==> config.mk <==
export PLATFORM = sky130hd
export DESIGN_NAME = bcts_exec
export DESIGN_NICKNAME = d
export VERILOG_FILES = /design/src/verilog/bcts_pkg.sv /design/src/verilog/bcts_exec.sv /design/src/verilog/bcts_quarter_div.sv
export SDC_FILE = /design/constraint.sdc
export NUM_CORES = 1
export LEC_CHECK = 0
export BUFFER_PORTS_ARGS = -buffer_cell sky130_fd_sc_hd__buf_2
export CAP_MARGIN = 20
export CORE_ASPECT_RATIO = 0.9
export CORE_MARGIN = 10
export CORE_UTILIZATION = 52
export CTS_CLUSTER_DIAMETER = 50
export DETAILED_ROUTE_END_ITERATION = 10
export PLACE_DENSITY = 0.76
export SYNTH_ARGS = -nofsm -noshare
export SYNTH_HDL_FRONTEND = slang
export SYNTH_SLANG_ARGS = --single-unit
==> constraint.sdc <==
create_clock -name ref_clk -period 2.1 [get_ports ref_clk]
set_input_delay 0.21 -clock ref_clk [delete_from_list [all_inputs] [get_ports ref_clk]]
set_output_delay 0.21 -clock ref_clk [all_outputs]
set_load 0.05 [all_outputs]
==> src/verilog/bcts_pkg.sv <==
// Purpose: Shared constants and types for the bit clear / bit test skip executor
// Assumes: 14-bit instruction word, 8-bit file registers, four quarter phases per cycle
// Notes:   Phases advance on a one-cycle enable from the quarter divider
package bcts_pkg;

    localparam int unsigned CLK_PERIOD_NS  = 40;
    localparam int unsigned QUARTER_NS     = 40;
    localparam int unsigned QUARTER_CYCLES =
        ((QUARTER_NS + CLK_PERIOD_NS - 1) / CLK_PERIOD_NS) < 1 ? 1 :
        ((QUARTER_NS + CLK_PERIOD_NS - 1) / CLK_PERIOD_NS);

    localparam int unsigned INSN_W  = 14;
    localparam int unsigned ADDR_W  = 7;
    localparam int unsigned BIT_W   = 3;
    localparam int unsigned DATA_W  = 8;

    localparam int unsigned OPC_HI  = 13;
    localparam int unsigned OPC_LO  = 10;
    localparam int unsigned BIT_HI  = 9;
    localparam int unsigned BIT_LO  = 7;
    localparam int unsigned ADDR_HI = 6;
    localparam int unsigned ADDR_LO = 0;

    localparam logic [3:0] OPC_BIT_CLEAR = 4'h4;
    localparam logic [3:0] OPC_BIT_TEST  = 4'h6;

    typedef enum logic [1:0]
    {
        BCTS_Q1 = 2'b00,
        BCTS_Q2 = 2'b01,
        BCTS_Q3 = 2'b11,
        BCTS_Q4 = 2'b10
    } bcts_phase_t;

    typedef struct packed
    {
        logic              valid;
        logic [INSN_W-1:0] word;
    } bcts_insn_t;

    typedef struct packed
    {
        logic              rd_en;
        logic              wr_en;
        logic [ADDR_W-1:0] addr;
        logic [DATA_W-1:0] wdata;
    } bcts_file_req_t;

endpackage : bcts_pkg

==> src/verilog/bcts_exec.sv <==
// Purpose: Decode and execute the bit clear and bit test skip-if-clear instructions
// Assumes: Fetch presents one instruction word per instruction cycle, held through it;
//          the file returns read data by the Q3 phase of the cycle that asked
// Notes:   Other opcodes are ignored; the file itself lives outside
// Overview of operation
// - Bit clear zeroes chosen bit only
// - Test bit one: next instruction runs
// - Test bit zero: next instruction becomes no-op
// - One cycle, two on skip, all no-op
// - Seven-bit address, three-bit index decoded
`timescale 1ns/100ps
module bcts_exec
(
    input  wire logic                      ref_clk,
    input  wire logic                      reset,
    input  bcts_pkg::bcts_insn_t           insn,
    input  wire logic [7:0]                file_rdata,
    output bcts_pkg::bcts_file_req_t       file_req,
    output logic                           insn_done,
    output logic                           skip_active,
    output bcts_pkg::bcts_phase_t          phase
);

    localparam int unsigned OPC_W = bcts_pkg::OPC_HI - bcts_pkg::OPC_LO + 1;
    localparam int unsigned BW    = bcts_pkg::BIT_W;

    // Operation held for the current instruction cycle
    typedef enum logic [1:0]
    {
        BCTS_OP_NONE  = 2'h0,
        BCTS_OP_CLEAR = 2'h1,
        BCTS_OP_TEST  = 2'h3
    } bcts_op_t;

    bcts_pkg::bcts_phase_t              phase_w;
    logic                               qtr_en;

    logic [OPC_W-1:0]                   dec_opc;
    logic [bcts_pkg::BIT_W-1:0]         dec_bit;
    logic [bcts_pkg::ADDR_W-1:0]        dec_addr;
    bcts_op_t                           dec_op;

    bcts_op_t                           op_q;
    bcts_op_t                           op_d;
    logic [bcts_pkg::ADDR_W-1:0]        addr_q;
    logic [bcts_pkg::ADDR_W-1:0]        addr_d;
    logic [bcts_pkg::BIT_W-1:0]         bit_q;
    logic [bcts_pkg::BIT_W-1:0]         bit_d;
    logic                               skip_pend_q;
    logic                               skip_pend_d;
    logic                               skip_cyc_q;
    logic                               skip_cyc_d;
    bcts_pkg::bcts_file_req_t           req_q;
    bcts_pkg::bcts_file_req_t           req_d;

    logic [bcts_pkg::DATA_W-1:0]        cleared;
    logic                               tested_bit;

    // Quarter phase sequencer
    bcts_quarter_div bcts_quarter_div_i
    (
        .ref_clk (ref_clk),
        .reset   (reset),
        .phase   (phase_w),
        .qtr_en  (qtr_en)
    );

    // Field split of the instruction word
    always_comb
    begin
        dec_opc  = insn.word[bcts_pkg::OPC_HI:bcts_pkg::OPC_LO];
        dec_bit  = insn.word[bcts_pkg::BIT_HI:bcts_pkg::BIT_LO];
        dec_addr = insn.word[bcts_pkg::ADDR_HI:bcts_pkg::ADDR_LO];
        dec_op   = BCTS_OP_NONE;
        if (insn.valid)
        begin
            case (dec_opc)
                bcts_pkg::OPC_BIT_CLEAR: dec_op = BCTS_OP_CLEAR;
                bcts_pkg::OPC_BIT_TEST:  dec_op = BCTS_OP_TEST;
                default:                 dec_op = BCTS_OP_NONE;
            endcase
        end
    end

    // Modify stage: every bit kept except the chosen one
    for (genvar gi = 0; gi < bcts_pkg::DATA_W; gi++)
    begin : g_bit
        assign cleared[gi] = file_rdata[gi] & (bit_q != BW'(gi));
    end

    assign tested_bit = file_rdata[bit_q];

    // Phase sequencing of decode, read, modify and write
    always_comb
    begin
        op_d        = op_q;
        addr_d      = addr_q;
        bit_d       = bit_q;
        skip_pend_d = skip_pend_q;
        skip_cyc_d  = skip_cyc_q;
        req_d       = req_q;
        if (qtr_en)
        begin
            case (phase_w)
                bcts_pkg::BCTS_Q1:
                begin
                    req_d = '0;
                    if (skip_cyc_q)
                    begin
                        op_d = BCTS_OP_NONE;
                    end
                    else
                    begin
                        op_d   = dec_op;
                        addr_d = dec_addr;
                        bit_d  = dec_bit;
                        if (dec_op != BCTS_OP_NONE)
                        begin
                            req_d.rd_en = 1'b1;
                            req_d.addr  = dec_addr;
                        end
                    end
                end
                bcts_pkg::BCTS_Q2:
                begin
                    req_d = '0;
                end
                bcts_pkg::BCTS_Q3:
                begin
                    if (op_q == BCTS_OP_CLEAR)
                    begin
                        req_d.wr_en = 1'b1;
                        req_d.addr  = addr_q;
                        req_d.wdata = cleared;
                    end
                    if (op_q == BCTS_OP_TEST)
                    begin
                        skip_pend_d = ~tested_bit;
                    end
                end
                bcts_pkg::BCTS_Q4:
                begin
                    req_d       = '0;
                    skip_cyc_d  = skip_pend_q;
                    skip_pend_d = 1'b0;
                end
                default:
                begin
                    req_d = '0;
                end
            endcase
        end
    end

    always_ff @(posedge ref_clk)
    begin
        if (reset)
        begin
            op_q        <= BCTS_OP_NONE;
            addr_q      <= '0;
            bit_q       <= '0;
            skip_pend_q <= 1'b0;
            skip_cyc_q  <= 1'b0;
            req_q       <= '0;
        end
        else
        begin
            op_q        <= op_d;
            addr_q      <= addr_d;
            bit_q       <= bit_d;
            skip_pend_q <= skip_pend_d;
            skip_cyc_q  <= skip_cyc_d;
            req_q       <= req_d;
        end
    end

    // Outputs; the whole skipped cycle is a no-operation
    assign file_req    = req_q;
    assign skip_active = skip_cyc_q;
    assign phase       = phase_w;
    assign insn_done   = qtr_en && (phase_w == bcts_pkg::BCTS_Q4) && (op_q != BCTS_OP_NONE);
endmodule : bcts_exec

==> src/verilog/bcts_quarter_div.sv <==
// Purpose: Quarter phase enable divider and phase sequencer
// Assumes: One clock; QUARTER_CYCLES clocks per quarter phase
// Notes:   qtr_en pulses one clock at the end of each quarter
`timescale 1ns/100ps
module bcts_quarter_div
(
    input  wire logic                  ref_clk,
    input  wire logic                  reset,
    output bcts_pkg::bcts_phase_t      phase,
    output logic                       qtr_en
);

    localparam int unsigned CW = 8;

    logic [CW-1:0]          cnt_q;
    logic [CW-1:0]          cnt_d;
    bcts_pkg::bcts_phase_t  phase_q;
    bcts_pkg::bcts_phase_t  phase_d;
    logic                   tick;

    always_comb
    begin
        tick    = (cnt_q == CW'(bcts_pkg::QUARTER_CYCLES - 1));
        cnt_d   = tick ? '0 : cnt_q + CW'(1);
        phase_d = phase_q;
        if (tick)
        begin
            case (phase_q)
                bcts_pkg::BCTS_Q1: phase_d = bcts_pkg::BCTS_Q2;
                bcts_pkg::BCTS_Q2: phase_d = bcts_pkg::BCTS_Q3;
                bcts_pkg::BCTS_Q3: phase_d = bcts_pkg::BCTS_Q4;
                bcts_pkg::BCTS_Q4: phase_d = bcts_pkg::BCTS_Q1;
                default:           phase_d = bcts_pkg::BCTS_Q1;
            endcase
        end
    end

    always_ff @(posedge ref_clk)
    begin
        if (reset)
        begin
            cnt_q   <= '0;
            phase_q <= bcts_pkg::BCTS_Q1;
        end
        else
        begin
            cnt_q   <= cnt_d;
            phase_q <= phase_d;
        end
    end

    assign phase  = phase_q;
    assign qtr_en = tick;

endmodule : bcts_quarter_div
==> impl_summary.md, run 1 <==
Placed design
Once placement completed, the tool counted placed cells totaling 289. Routability-driven placement finished with a final weighted congestion of 0.827. Once detailed placement completed, the half-perimeter wirelength came to 3.14 mm. After detailed placement, the total cell area comes to 0.00217 mm². The post-placement worst setup slack is 0.236 ns.

In this run the tool buffered the top-level ports with 45 buffer cells.

Synthesis
The synthesized netlist devotes 4.59% of its cell area to adder and majority cells. The combinational family with the most area after synthesis is simple AND/OR/NAND/NOR gates. Summing the areas of all and, or, nand and nor instances in the mapped netlist gives 23.8% of the synthesized area. Yosys instantiated no cell more often than sky130_fd_sc_hd__dfxtp_1. Among all flip-flop cells after synthesis, the most frequent one is sky130_fd_sc_hd__dfxtp_1. The average instance in the mapped netlist occupies 9.26 µm². The post-synth net total is 238. The synthesized netlist contains 41 unique library cells. The synthesized design devotes to its leading area cell type 43.0% of total area. The share of the synthesized netlist area taken by xor and xnor gates is 2.75%.

Counting every instance in the synthesized netlist gives 206. The share of the yosys chip area belonging to registers is 43.0%. For this run, asynchronously set or reset flops after synthesis account for 0%.

In the post-synthesis netlist, the biggest area contributors are sky130_fd_sc_hd__dfxtp_1 (43%), sky130_fd_sc_hd__mux2i_1 (5.8%), sky130_fd_sc_hd__nor2_1 (5.5%). The number of synthesized register bits is 41. Yosys mapped a number of flops with a built-in enable equal to 0. The synthesized netlist devotes 13.7% of its cell area to compound gates. The number of warnings printed during yosys synthesis is 0. Ranked by instance count, the synthesized netlist is headed by sky130_fd_sc_hd__dfxtp_1 (41), sky130_fd_sc_hd__nor2_1 (28), sky130_fd_sc_hd__nor3_1 (15). In the synthesized netlist, mux cells make up 7.54% of the area. The synthesized design spends more area on one cell type than any other, namely sky130_fd_sc_hd__dfxtp_1. The mapped cell area is 0.00191 mm².

STA
The total negative slack for setup checks is 0 ns. The final setup violation count is 0. Hold timing on the final database bottoms out at a slack of 0.145 ns. The transition at the pin with the smallest max-transition slack is 0.724 ns. The headroom to the max-slew limit is 51.8%.

Based on the critical path, the design can be clocked at up to 537 MHz. Setup repair after global routing left no endpoint under its margin. The clock arrives with 0.00708 ns of skew. The setup slack after layout is 0.238 ns. The final hold violation count came to 0. The final period demand of the worst path is 1.86 ns. The final number of max-transition violations is 0.

Of the available clock period, the critical path in the final layout requires 88.7%.

Clock network
The clock-pin transition on the worst setup and hold timing paths is 0.08 ns. Once the clock tree was built, the resizer swapped 0 gates to a different size. TritonCTS created 5 clock buffers. The cell sitting at the root of the clock tree is a sky130_fd_sc_hd__clkbuf_8. The CTS tree is done. Clock latency on the worst-skew pair, taken at its later pin, is 0.29 ns.

The deepest level of the CTS H-tree is 2. For this design, the sink count on the clock tree is 41. The clock tree buffer depth is 2.

Final layout
The total non-filler cell area in the finished layout is 0.00228 mm². From synthesis to final layout, the design area changed by 19.6%. In the final layout, the share of cells above drive strength 1 is 28.0%. After the last flow step, the layout net total stands at 285. Once layout is complete, the cells apart from fillers number 298. The number of diodes is 0.

Setup path
In this run the worst setup path begins at bcts_quarter_div_i.cnt_q[5]. The class of the most critical setup path is reg -> out. For the worst setup path, the data arrival time is 1.65 ns. At the worst endpoint, the required time is 1.89 ns. The worst reg2reg path startpoint is bcts_quarter_div_i.cnt_q[0]. The worst stage delay on the critical path is 0.35 ns.

The slowest stage of the critical path is the sky130_fd_sc_hd__dfxtp_1 cell. The capturing instance or port of the critical path is insn_done. The worst setup path is launched from a register.

The number of cells on the worst reg-to-reg path is 7. In this run the worst path has a maximum fanout of 6. Across all register-to-register paths, the minimum setup slack is 0.32 ns.

Walking the worst path, the cells encountered are nor3_2 > buf_4 > nand3_1 > nor2_1 > buf_2. The worst setup path is captured at a primary output. In this run the critical register-to-register path is captured at file_req[4].

Detailed routing
The violation count after the first detailed-route iteration is 141. The DRC violations left is 0. The wire length per cell after detailed routing is 14.5 µm. The first TritonRoute pass finished after 4 iterations.

The average via count per standard cell is 5.45. Detailed routing inserted a total of 1623 vias. The total wire length after detailed routing is 4.33 mm. In this run the remaining antenna-violating nets after routing total 0.

Global route
The via count of the first global-routing pass is 1684. The number of antenna violations at the first check in global routing was 0. The overall global routing resource usage is 13.6%. Entering global routing, the biggest net connects 42 pins. Summed over all layers, the global routing overflow is 0. The first global-routing pass estimated 7.52 mm of wire.

Floorplan
The initialized floorplan defines 20 standard-cell rows. The initial core utilization is 55.3%. The die outline height is 77.5 µm. The total area inside the core boundary comes to 0.00345 mm².

The die outline area is 0.00650 mm². The die width is 83.9 µm. For this design the top-level I/O count stands at 46.

Power
In this run the power density over the cells is 701 mW/mm². For this design the static power due to leakage is 0.999 nW. The worst-case IR drop observed on VDD is 0.000510 V.

Job
The tool flagged a number of max-cap violations equal to 0.

Worst hold path
The hold path depth is 3. The class of the tightest hold or removal check is in -> reg.

Run status
The flow ran to the end, and the final reports show no timing, DRC or antenna violations.
## how the worst min path moves through the flow
stage / to / startpoint
2_1_floorplan: addr_q[0] / insn[0]
3_3_place_gp: file_req[0] / file_req[0]
3_5_place_dp: file_req[5] / file_req[5]
4_1_cts: bit_q[0] / insn[7]
5_1_grt: bit_q[0] / insn[7]
6_report: bit_q[0] / insn[7]
## metrics by stage
stage          power [mW]  utilization [%]
2_1_floorplan       0.998                -
3_3_place_gp         1.06             62.9
3_5_place_dp         1.06             62.9
4_1_cts              1.61             66.1
5_1_grt              1.67             66.1
6_report             1.60             66.1
## per-layer routing
metal / global-route usage, % / vias up / wire [µm]
met3: 5.64 / 5 / 324
met2: 21.5 / 46 / 1960
met5: 0 / - / 0
met1: 15.7 / 747 / 1990
li1: - / 825 / -
met4: 6.02 / 0 / 62
## logic make-up (layout without fill, tap and decap cells)
| family | Yosys count | after routing |
|---|---|---|
| AO/OA/AOI/OAI | 33 | 33 |
| XOR/XNOR | 6 | 6 |
| adder cells (fa/ha/maj) | 7 | 7 |
| buffers and inverters | 19 | 67 |
| flip-flops | 41 | 41 |
| multiplexers | 13 | 13 |
| AND/OR/NAND/NOR | 87 | 87 |
## final cells by class
cell class / count / area, µm²
Clock buffer: 7 / 96.3
Clock inverter: 1 / 5.00
Fill cell: 279 / 1170
Inverter: 7 / 26.3
Multi-Input combinational cell: 146 / 1000
Sequential cell: 41 / 822
Tap cell: 44 / 55.1
Timing Repair Buffer: 52 / 278
## registers in the layout, summed over array words and instances (netlist names)
name,count
op_q,2
bcts_quarter_div_i.cnt_q,8
skip_pend_q,1
bit_q,3
skip_active,1
addr_q,7
bcts_quarter_div_i.phase,2
file_req,17
## what timing repair did
| action | 4_1_cts | 5_1_grt |
|---|---|---|
| endpoints found under the setup margin | 1 | 0 |
| hold buffers | 0 | 0 |
| setup buffers | 1 | 0 |
## critical path, delay by kind of cell, from the launching register on
kind          cells  cell delay, ns
buf+inv           2            0.48
flops             1            0.35
simple gates      3            0.54
## cells in the final DEF (no fill, tap or decap), types with 7 or more instances in the layout
cell                       netlist  routed
sky130_fd_sc_hd__buf_4           2       7
sky130_fd_sc_hd__nand2_1        13      13
sky130_fd_sc_hd__ha_1            7       7
sky130_fd_sc_hd__inv_1           7       7
sky130_fd_sc_hd__mux2i_1        11      11
sky130_fd_sc_hd__dfxtp_1        41      40
sky130_fd_sc_hd__clkbuf_8        0       7
sky130_fd_sc_hd__nor2_1         28      28
sky130_fd_sc_hd__buf_2           1      45
sky130_fd_sc_hd__nand3_1        11      11
sky130_fd_sc_hd__nor3_1         15      15
sky130_fd_sc_hd__a21oi_1        10      10
## power by group
part	total (mW)	leakage, nW	switching (mW)	internal (mW)
Combinational	0.215	0.612	0.125	0.0897
Sequential	0.828	0.333	0.0235	0.805
Clock	0.557	0.0542	0.261	0.297
Total	1.60	0.999	0.409	1.19
No activity file was read; power rests on OpenSTA's default activity.
==> run 2: changes to the inputs <==
- CORE_UTILIZATION: 52 -> 47
- PLACE_DENSITY: 0.76 -> 0.72
- clock period: 2.1 -> 1.6 ns (I/O delays scaled with it)
==> run 2 against run 1 <==
  * The run now ends with negative setup slack left
  * Via count up 7.2%
  * Flip-flop and latch count did not move
  * Register-to-register slack got worse by 0.35 ns
  * Clock skew increased by 0.0016 ns
  * Power up 47%
  * Global-route usage grew 0.14 points
  * Combinational power rose by 57%
  * Hold slack worse by 0.055 ns
==> impl_summary.md, run 2 (synthesis gave the netlist of run 1 again) <==
Run status
The run finished, with violations left. The final reports fail on negative setup slack.

Floorplan
The die outline area is 0.00701 mm² (+7.9%). The core region area is 0.00381 mm² (+10%). The die width is 87.2 µm (+3.9%). The initial core utilization is 50.1% (-5.2 points). The die outline height was 80.4 µm (+3.8%). The total number of placement rows is 21 (+5.0%). The I/O pin count is 46 (unchanged).

Final layout
Relative to the synthesized area, the layout overhead comes to 39.5%. Leaving out fill and tap cells, the most frequent cell in the layout is sky130_fd_sc_hd__buf_2. The number of flip-flops in the largest register is 17 (unchanged). The library cells used most frequently in the layout, excluding fill and tap cells, are sky130_fd_sc_hd__buf_2 (44), sky130_fd_sc_hd__dfxtp_1 (35), sky130_fd_sc_hd__nor2_1 (27), sky130_fd_sc_hd__buf_4 (18), sky130_fd_sc_hd__nand2_1 (13). The share of layout cells above drive strength 1 is 44.5% (+17 points). The number of filler instances in the final layout is 307 (+10%). The number of diodes came to 0 (unchanged). The number of nets at the end of the flow is 303 (+6.3%).

The utilization after layout is 69.9% (+3.8 points).

Detailed routing
The DRC violations left is 0 (unchanged). The number of optimization iterations in the first detailed-route pass is 4 (unchanged). The total number of vias is 1740 (+7.2%). The total wire length after detailed routing came to 5.06 mm (+17%). The violation count after the first detailed-route iteration is 135 (-4.3%).

The remaining antenna violation count after routing came to 0 (unchanged). The average via count per standard cell is 5.47 (+0.47%). The wire length per cell after detailed routing is 15.9 µm (+9.4%).

Setup path
The required time at the worst-slack endpoint is 1.44 ns (-0.45 ns). The sort of element at the start of the critical path is a register. The critical path is of the reg -> out type.

The kind of end point of the critical path is a primary output. The critical-path maximum fanout is 3 (-3). The data arrival time of the worst path is 1.50 ns (-0.15 ns).

Placed design
The final weighted congestion in routability-driven placement was 0.832 (+0.60%). The number of buffers added on ports was 45 (unchanged). The detailed-placement wirelength estimate came to 3.32 mm (+5.8%).

STA
The headroom to the max-slew limit is 71.8% (+20 points). The final hold violation count is 0 (unchanged). The ratio of final minimum period to clock period is 104%. The final setup skew is 0.00865 ns (+0.00157 ns).

The setup slack after layout is -0.0566 ns (-0.294 ns). The transition at the pin with the smallest max-transition slack is 0.423 ns (-0.301 ns). The total negative slack for setup checks was -0.102 ns (-0.102 ns). The final number of max-transition violations is 0 (unchanged). Setup repair after global routing could not meet its margin everywhere.

The final setup violation count was 5 (+5). For this run, the top clock speed supported by timing is 604 MHz. Counting I/O delays and the setup requirement, the final critical path takes 1.66 ns.

Global route
The global-route wire length before repair was 7.89 mm (+4.9%). The total congestion overflow is 0 (unchanged). The number of antenna violations at the first check in global routing was 0 (unchanged). The via count of the first global-routing pass is 1682 (-0.12%). The overall global routing resource usage is 13.7% (+0.14 points). The maximum number of pins on one net before global-route repair is 26 (-38%).

Power
The leakage dissipation came to 1.14 nW (+14%). The power density of the placed cells was 885 mW/mm² (+26%). The total power is 2.36 mW (+47%). The worst voltage drop across the vdd grid is 0.000624 V (+22%).

Clock network
The clock-pin transition on the worst setup and hold timing paths is 0.08 ns (about the same). The number of clock sinks is 41 (unchanged). The later-pin clock latency in the skew report is 0.30 ns (about the same).

The number of hold-repair buffers added at the cts stage is 0 (unchanged). TritonCTS built the clock tree. The clock tree buffer depth is 2 (unchanged). The number of clock buffers inserted by TritonCTS is 5 (unchanged). The library cell used as clock root buffer is sky130_fd_sc_hd__clkbuf_8. The deepest level of the CTS H-tree is 2 (unchanged).

Worst hold path
In this run the worst hold path is classified as in -> reg.

Job
The number of max-cap violations came to 0 (unchanged).
run 2: cell types whose count changed in the layout (fill, tap and decap cells not counted), moves of 4 or more:
cell | before | now
sky130_fd_sc_hd__buf_4 | 7 | 18
sky130_fd_sc_hd__buf_6 | 0 | 6
sky130_fd_sc_hd__a221oi_1 | 5 | 0
sky130_fd_sc_hd__dfxtp_1 | 40 | 35
sky130_fd_sc_hd__inv_1 | 7 | 3
sky130_fd_sc_hd__inv_2 | 0 | 4
sky130_fd_sc_hd__nor3_1 | 15 | 11
sky130_fd_sc_hd__nor3_2 | 1 | 5
run 2: final timing paths:
check	start	end	slack, ns	cells past startpoint
worst max-delay path	bcts_quarter_div_i.cnt_q[0]	insn_done	-0.06	7
worst min-delay path	insn[9]	bit_q[2]	0.09	3
worst min register to register	file_req[0]	file_req[0]	0.46	2
worst max register to register	bcts_quarter_div_i.cnt_q[0]	file_req[8]	-0.03	9
run 2: repair_timing:
action	CTS	global route
pin swaps	8	9
gates resized for setup	27	14
endpoints found under the setup margin	15	40
setup buffers	4	1
cloned	1	0
hold endpoints to repair	0	0
run 2: layout make-up:
cell class / count / area, µm² / area share [%]
multi-input combinational: 146 / 1160 / 43.5
sequential: 41 / 833 / 31.3
timing repair buffer: 70 / 458 / 17.2
clock buffer: 6 / 93.8 / 3.52
tap: 46 / 57.6 / 2.16
clock inverter: 2 / 35.0 / 1.32
inverter: 7 / 26.3 / 0.987
run 2: per-stage QoR:
| stage | std cells | instance area [µm²] | hold slack, ns | setup WS (ns) |
|---|---|---|---|---|
| after CTS | 317 | 2580 | 0.0865 | -0.0604 |
| after global placement | 304 | 2310 | 0.400 | 0.0207 |
| after detailed placement | 304 | 2310 | 0.398 | -0.00667 |
| final | 318 | 2660 | 0.0906 | -0.0566 |
| after global routing | 318 | 2660 | 0.105 | -0.143 |
| after floorplan | 206 | 1930 | 0.304 | 0.00313 |
run 2: report_power, final:
part / switching [mW] / internal (mW) / leakage [nW]
clock network: 0.373 / 0.557 / 0.0663
registers: 0.0326 / 1.06 / 0.336
logic: 0.192 / 0.146 / 0.736
total: 0.598 / 1.76 / 1.14
run 2: worst max-delay path, stage by stage (launching register included):
cell and delay (ns):
sky130_fd_sc_hd__dfxtp_2 0.33, sky130_fd_sc_hd__inv_2 0.06, sky130_fd_sc_hd__ha_4 0.12, sky130_fd_sc_hd__nor4b_4 0.17, sky130_fd_sc_hd__buf_4 0.17, sky130_fd_sc_hd__nand3_4 0.08
sky130_fd_sc_hd__nor2_4 0.13, sky130_fd_sc_hd__buf_8 0.15
run 2: routing by layer:
| metal | up-vias | routed length [µm] | GRT usage, % |
|---|---|---|---|
| li1 | 867 | - | - |
| met1 | 814 | 2330 | 17.2 |
| met2 | 51 | 2260 | 20.4 |
| met3 | 8 | 383 | 5.75 |
| met4 | 0 | 80 | 5.25 |
| met5 | - | 0 | 0 |
==> run 3: changes to the inputs <==
- CTS_CLUSTER_DIAMETER: 50 -> 40
- PLACE_DENSITY: 0.72 -> default
- PLACE_DENSITY_LB_ADDON: default -> 0.08
==> run 3 against run 2 <==
  * Highest routed layer unchanged
  * Wire length down 9.2%
  * Largest cell class unchanged
  * Fmax up 3.8%
  * The run now ends clean
  * Power down 7.1%
  * Critical path depth down 3
==> impl_summary.md, run 3 (synthesis gave the netlist of run 1 again) <==
STA
The headroom to the max-slew limit is 75.0% (+3.2 points). The final number of max-transition violations came to 0 (unchanged). The final hold violation count is 0 (unchanged). The ratio of final minimum period to clock period is 99.8% (-3.8 points). The transition at the pin with the smallest max-transition slack is 0.373 ns (-0.0497 ns).

The final setup skew came to 0.00407 ns (-0.00459 ns). The final period demand of the worst path is 1.60 ns (-0.0606 ns). The final setup violation count is 0 (-5). The timing-limited maximum frequency was 627 MHz (+3.8%). The total negative slack for setup checks was 0 ns (+0.102 ns). Setup repair after global routing could not meet its margin everywhere.

Floorplan
The die width is 87.2 µm (unchanged). The initial core utilization is 50.1% (unchanged). The I/O pin count was 46 (unchanged). The total number of placement rows is 21 (unchanged). The die outline area was 0.00701 mm² (unchanged).

The core region area came to 0.00381 mm² (unchanged). The die outline height was 80.4 µm (unchanged).

Clock network
TritonCTS built the clock tree. The clock-pin transition on the worst setup and hold timing paths is 0.08 ns (about the same). The number of hold-repair buffers added at the cts stage came to 0 (unchanged).

The number of clock sinks is 41 (unchanged). The later-pin clock latency in the skew report is 0.29 ns (about the same). The library cell used as clock root buffer is sky130_fd_sc_hd__clkbuf_8.

The number of clock buffers inserted by TritonCTS is 5 (unchanged). The clock tree buffer depth was 2 (unchanged). The deepest level of the CTS H-tree is 2 (unchanged).

Global route
The total congestion overflow came to 0 (unchanged). The global-route wire length before repair is 7.62 mm (-3.3%). The overall global routing resource usage is 13.1% (-0.60 points). The number of antenna violations at the first check in global routing is 0 (unchanged). The via count of the first global-routing pass came to 1671 (-0.65%). The maximum number of pins on one net before global-route repair is 26 (unchanged).

Final layout
The number of flip-flops in the largest register is 17 (unchanged). In the layout the commonest cells are sky130_fd_sc_hd__buf_2 (44), sky130_fd_sc_hd__dfxtp_1 (36), sky130_fd_sc_hd__nor2_1 (27), sky130_fd_sc_hd__nor3_1 (14), sky130_fd_sc_hd__buf_4 (14). The number of diodes was 0 (unchanged).

The post-synthesis to final-layout area growth is 33.2%. The library cell used most frequently in the layout, excluding fill and tap cells, is sky130_fd_sc_hd__buf_2. The total non-filler cell area in the finished layout is 0.00254 mm² (-4.5%).

The number of nets at the end of the flow was 298 (-1.7%). The post-layout instance count excluding filler cells is 313 (-1.6%). The share of layout cells above drive strength 1 was 41.2% (-3.3 points). The number of filler instances in the final layout is 307 (unchanged).

Setup path
The worst-case register-to-register setup slack came to 0.004 ns (+0.03 ns). The required time at the worst-slack endpoint came to 1.83 ns (+0.39 ns). The cell depth of the worst flop-to-flop path is 4 (-5).

The worst reg2reg path startpoint is bit_q[1]. The class of the most critical setup path is reg -> reg. The start point of the critical path is bit_q[1]. The kind of end point of the critical path is a register. The capturing instance or port of the critical path is skip_pend_q. The data arrival time of the worst path is 1.82 ns (+0.32 ns). The sort of element at the start of the critical path is a register. The worst register-to-register path ends at skip_pend_q. The critical-path maximum fanout was 2 (-1).

Job
The number of max-cap violations is 0 (unchanged).

Power
The leakage dissipation is 1.10 nW (-3.5%). The worst voltage drop across the vdd grid came to 0.000645 V (+3.5%). The power density of the placed cells is 861 mW/mm² (-2.7%).

Detailed routing
The remaining antenna violation count after routing came to 0 (unchanged). The violation count after the first detailed-route iteration is 66 (-51%). The average via count per standard cell came to 5.48 (+0.20%). The total wire length after detailed routing was 4.59 mm (-9.2%). The wire length per cell after detailed routing is 14.7 µm (-7.8%).

The number of optimization iterations in the first detailed-route pass is 4 (unchanged). The DRC violations left is 0 (unchanged). The total number of vias is 1716 (-1.4%).

Run status
The run finished with clean final reports.

Placed design
The number of buffers added on ports came to 45 (unchanged). The detailed-placement wirelength estimate is 3.34 mm (+0.54%). The total placed instance area is 0.00230 mm² (-0.33%). The number of cells after detailed placement is 303 (-0.33%). The final weighted congestion in routability-driven placement is 0.812 (-2.4%).

Worst hold path
In this run the worst hold path is classified as in -> reg.
==> run 3: worst min-delay path by stage <==
stage,start,slack (ns),depth (start not counted),to
detailed placement,insn[7],0.41,3,bit_q[0]
finish,insn[7],0.10,3,bit_q[0]
global route,insn[7],0.09,3,bit_q[0]
CTS,insn[7],0.1,3,bit_q[0]
floorplan,insn[0],0.30,2,addr_q[0]
global placement,insn[7],0.40,3,bit_q[0]
==> run 3: power breakdown <==
group	switching [mW]	leakage (nW)	total, mW	internal, mW
combinational	0.188	0.710	0.331	0.143
sequential	0.0292	0.336	1.08	1.06
clock	0.370	0.0525	0.774	0.404
==> run 3: metal layers <==
metal / up-vias / track usage, % / wire (µm)
met2: 71 / 19.8 / 1990
met1: 777 / 16.2 / 2080
met4: 0 / 3.98 / 50
met3: 6 / 5.95 / 476
met5: - / 0 / 0
li1: 862 / - / -
==> run 3: repair_timing <==
action | 4_1_cts | 5_1_grt
buffers inserted | 1 | 1
pin swaps | 7 | 16
resized for setup | 8 | 22
setup endpoints to repair | 21 | 41
==> run 3: metrics by stage <==
step / setup slack, ns / hold slack, ns / power, mW / utilization (%)
floorplan: 0.00313 / 0.304 / 1.31 / -
global placement: -0.0364 / 0.399 / 1.41 / 60.4
detailed placement: -0.0484 / 0.406 / 1.41 / 60.4
CTS: -0.0266 / 0.0960 / 2.20 / 64.4
global route: -0.103 / 0.0935 / 2.30 / 66.7
finish: 0.00395 / 0.103 / 2.19 / 66.7
==> run 3: critical path, stage by stage (launching register included) <==
cell	delay, ns
sky130_fd_sc_hd__dfxtp_1	0.35
sky130_fd_sc_hd__mux4_2	0.49
sky130_fd_sc_hd__and2_0	0.18
sky130_fd_sc_hd__a2111o_1	0.38
sky130_fd_sc_hd__a21oi_1	0.13
==> run 3: area by class of cell <==
| type | count | area (µm²) | area share, % |
|---|---|---|---|
| Clock buffer | 6 | 93.8 | 3.69 |
| Tap cell | 46 | 57.6 | 2.26 |
| Sequential cell | 41 | 832 | 32.7 |
| Timing Repair Buffer | 65 | 417 | 16.4 |
| Clock inverter | 2 | 16.3 | 0.640 |
| Inverter | 7 | 26.3 | 1.03 |
| Multi-Input combinational cell | 146 | 1100 | 43.3 |
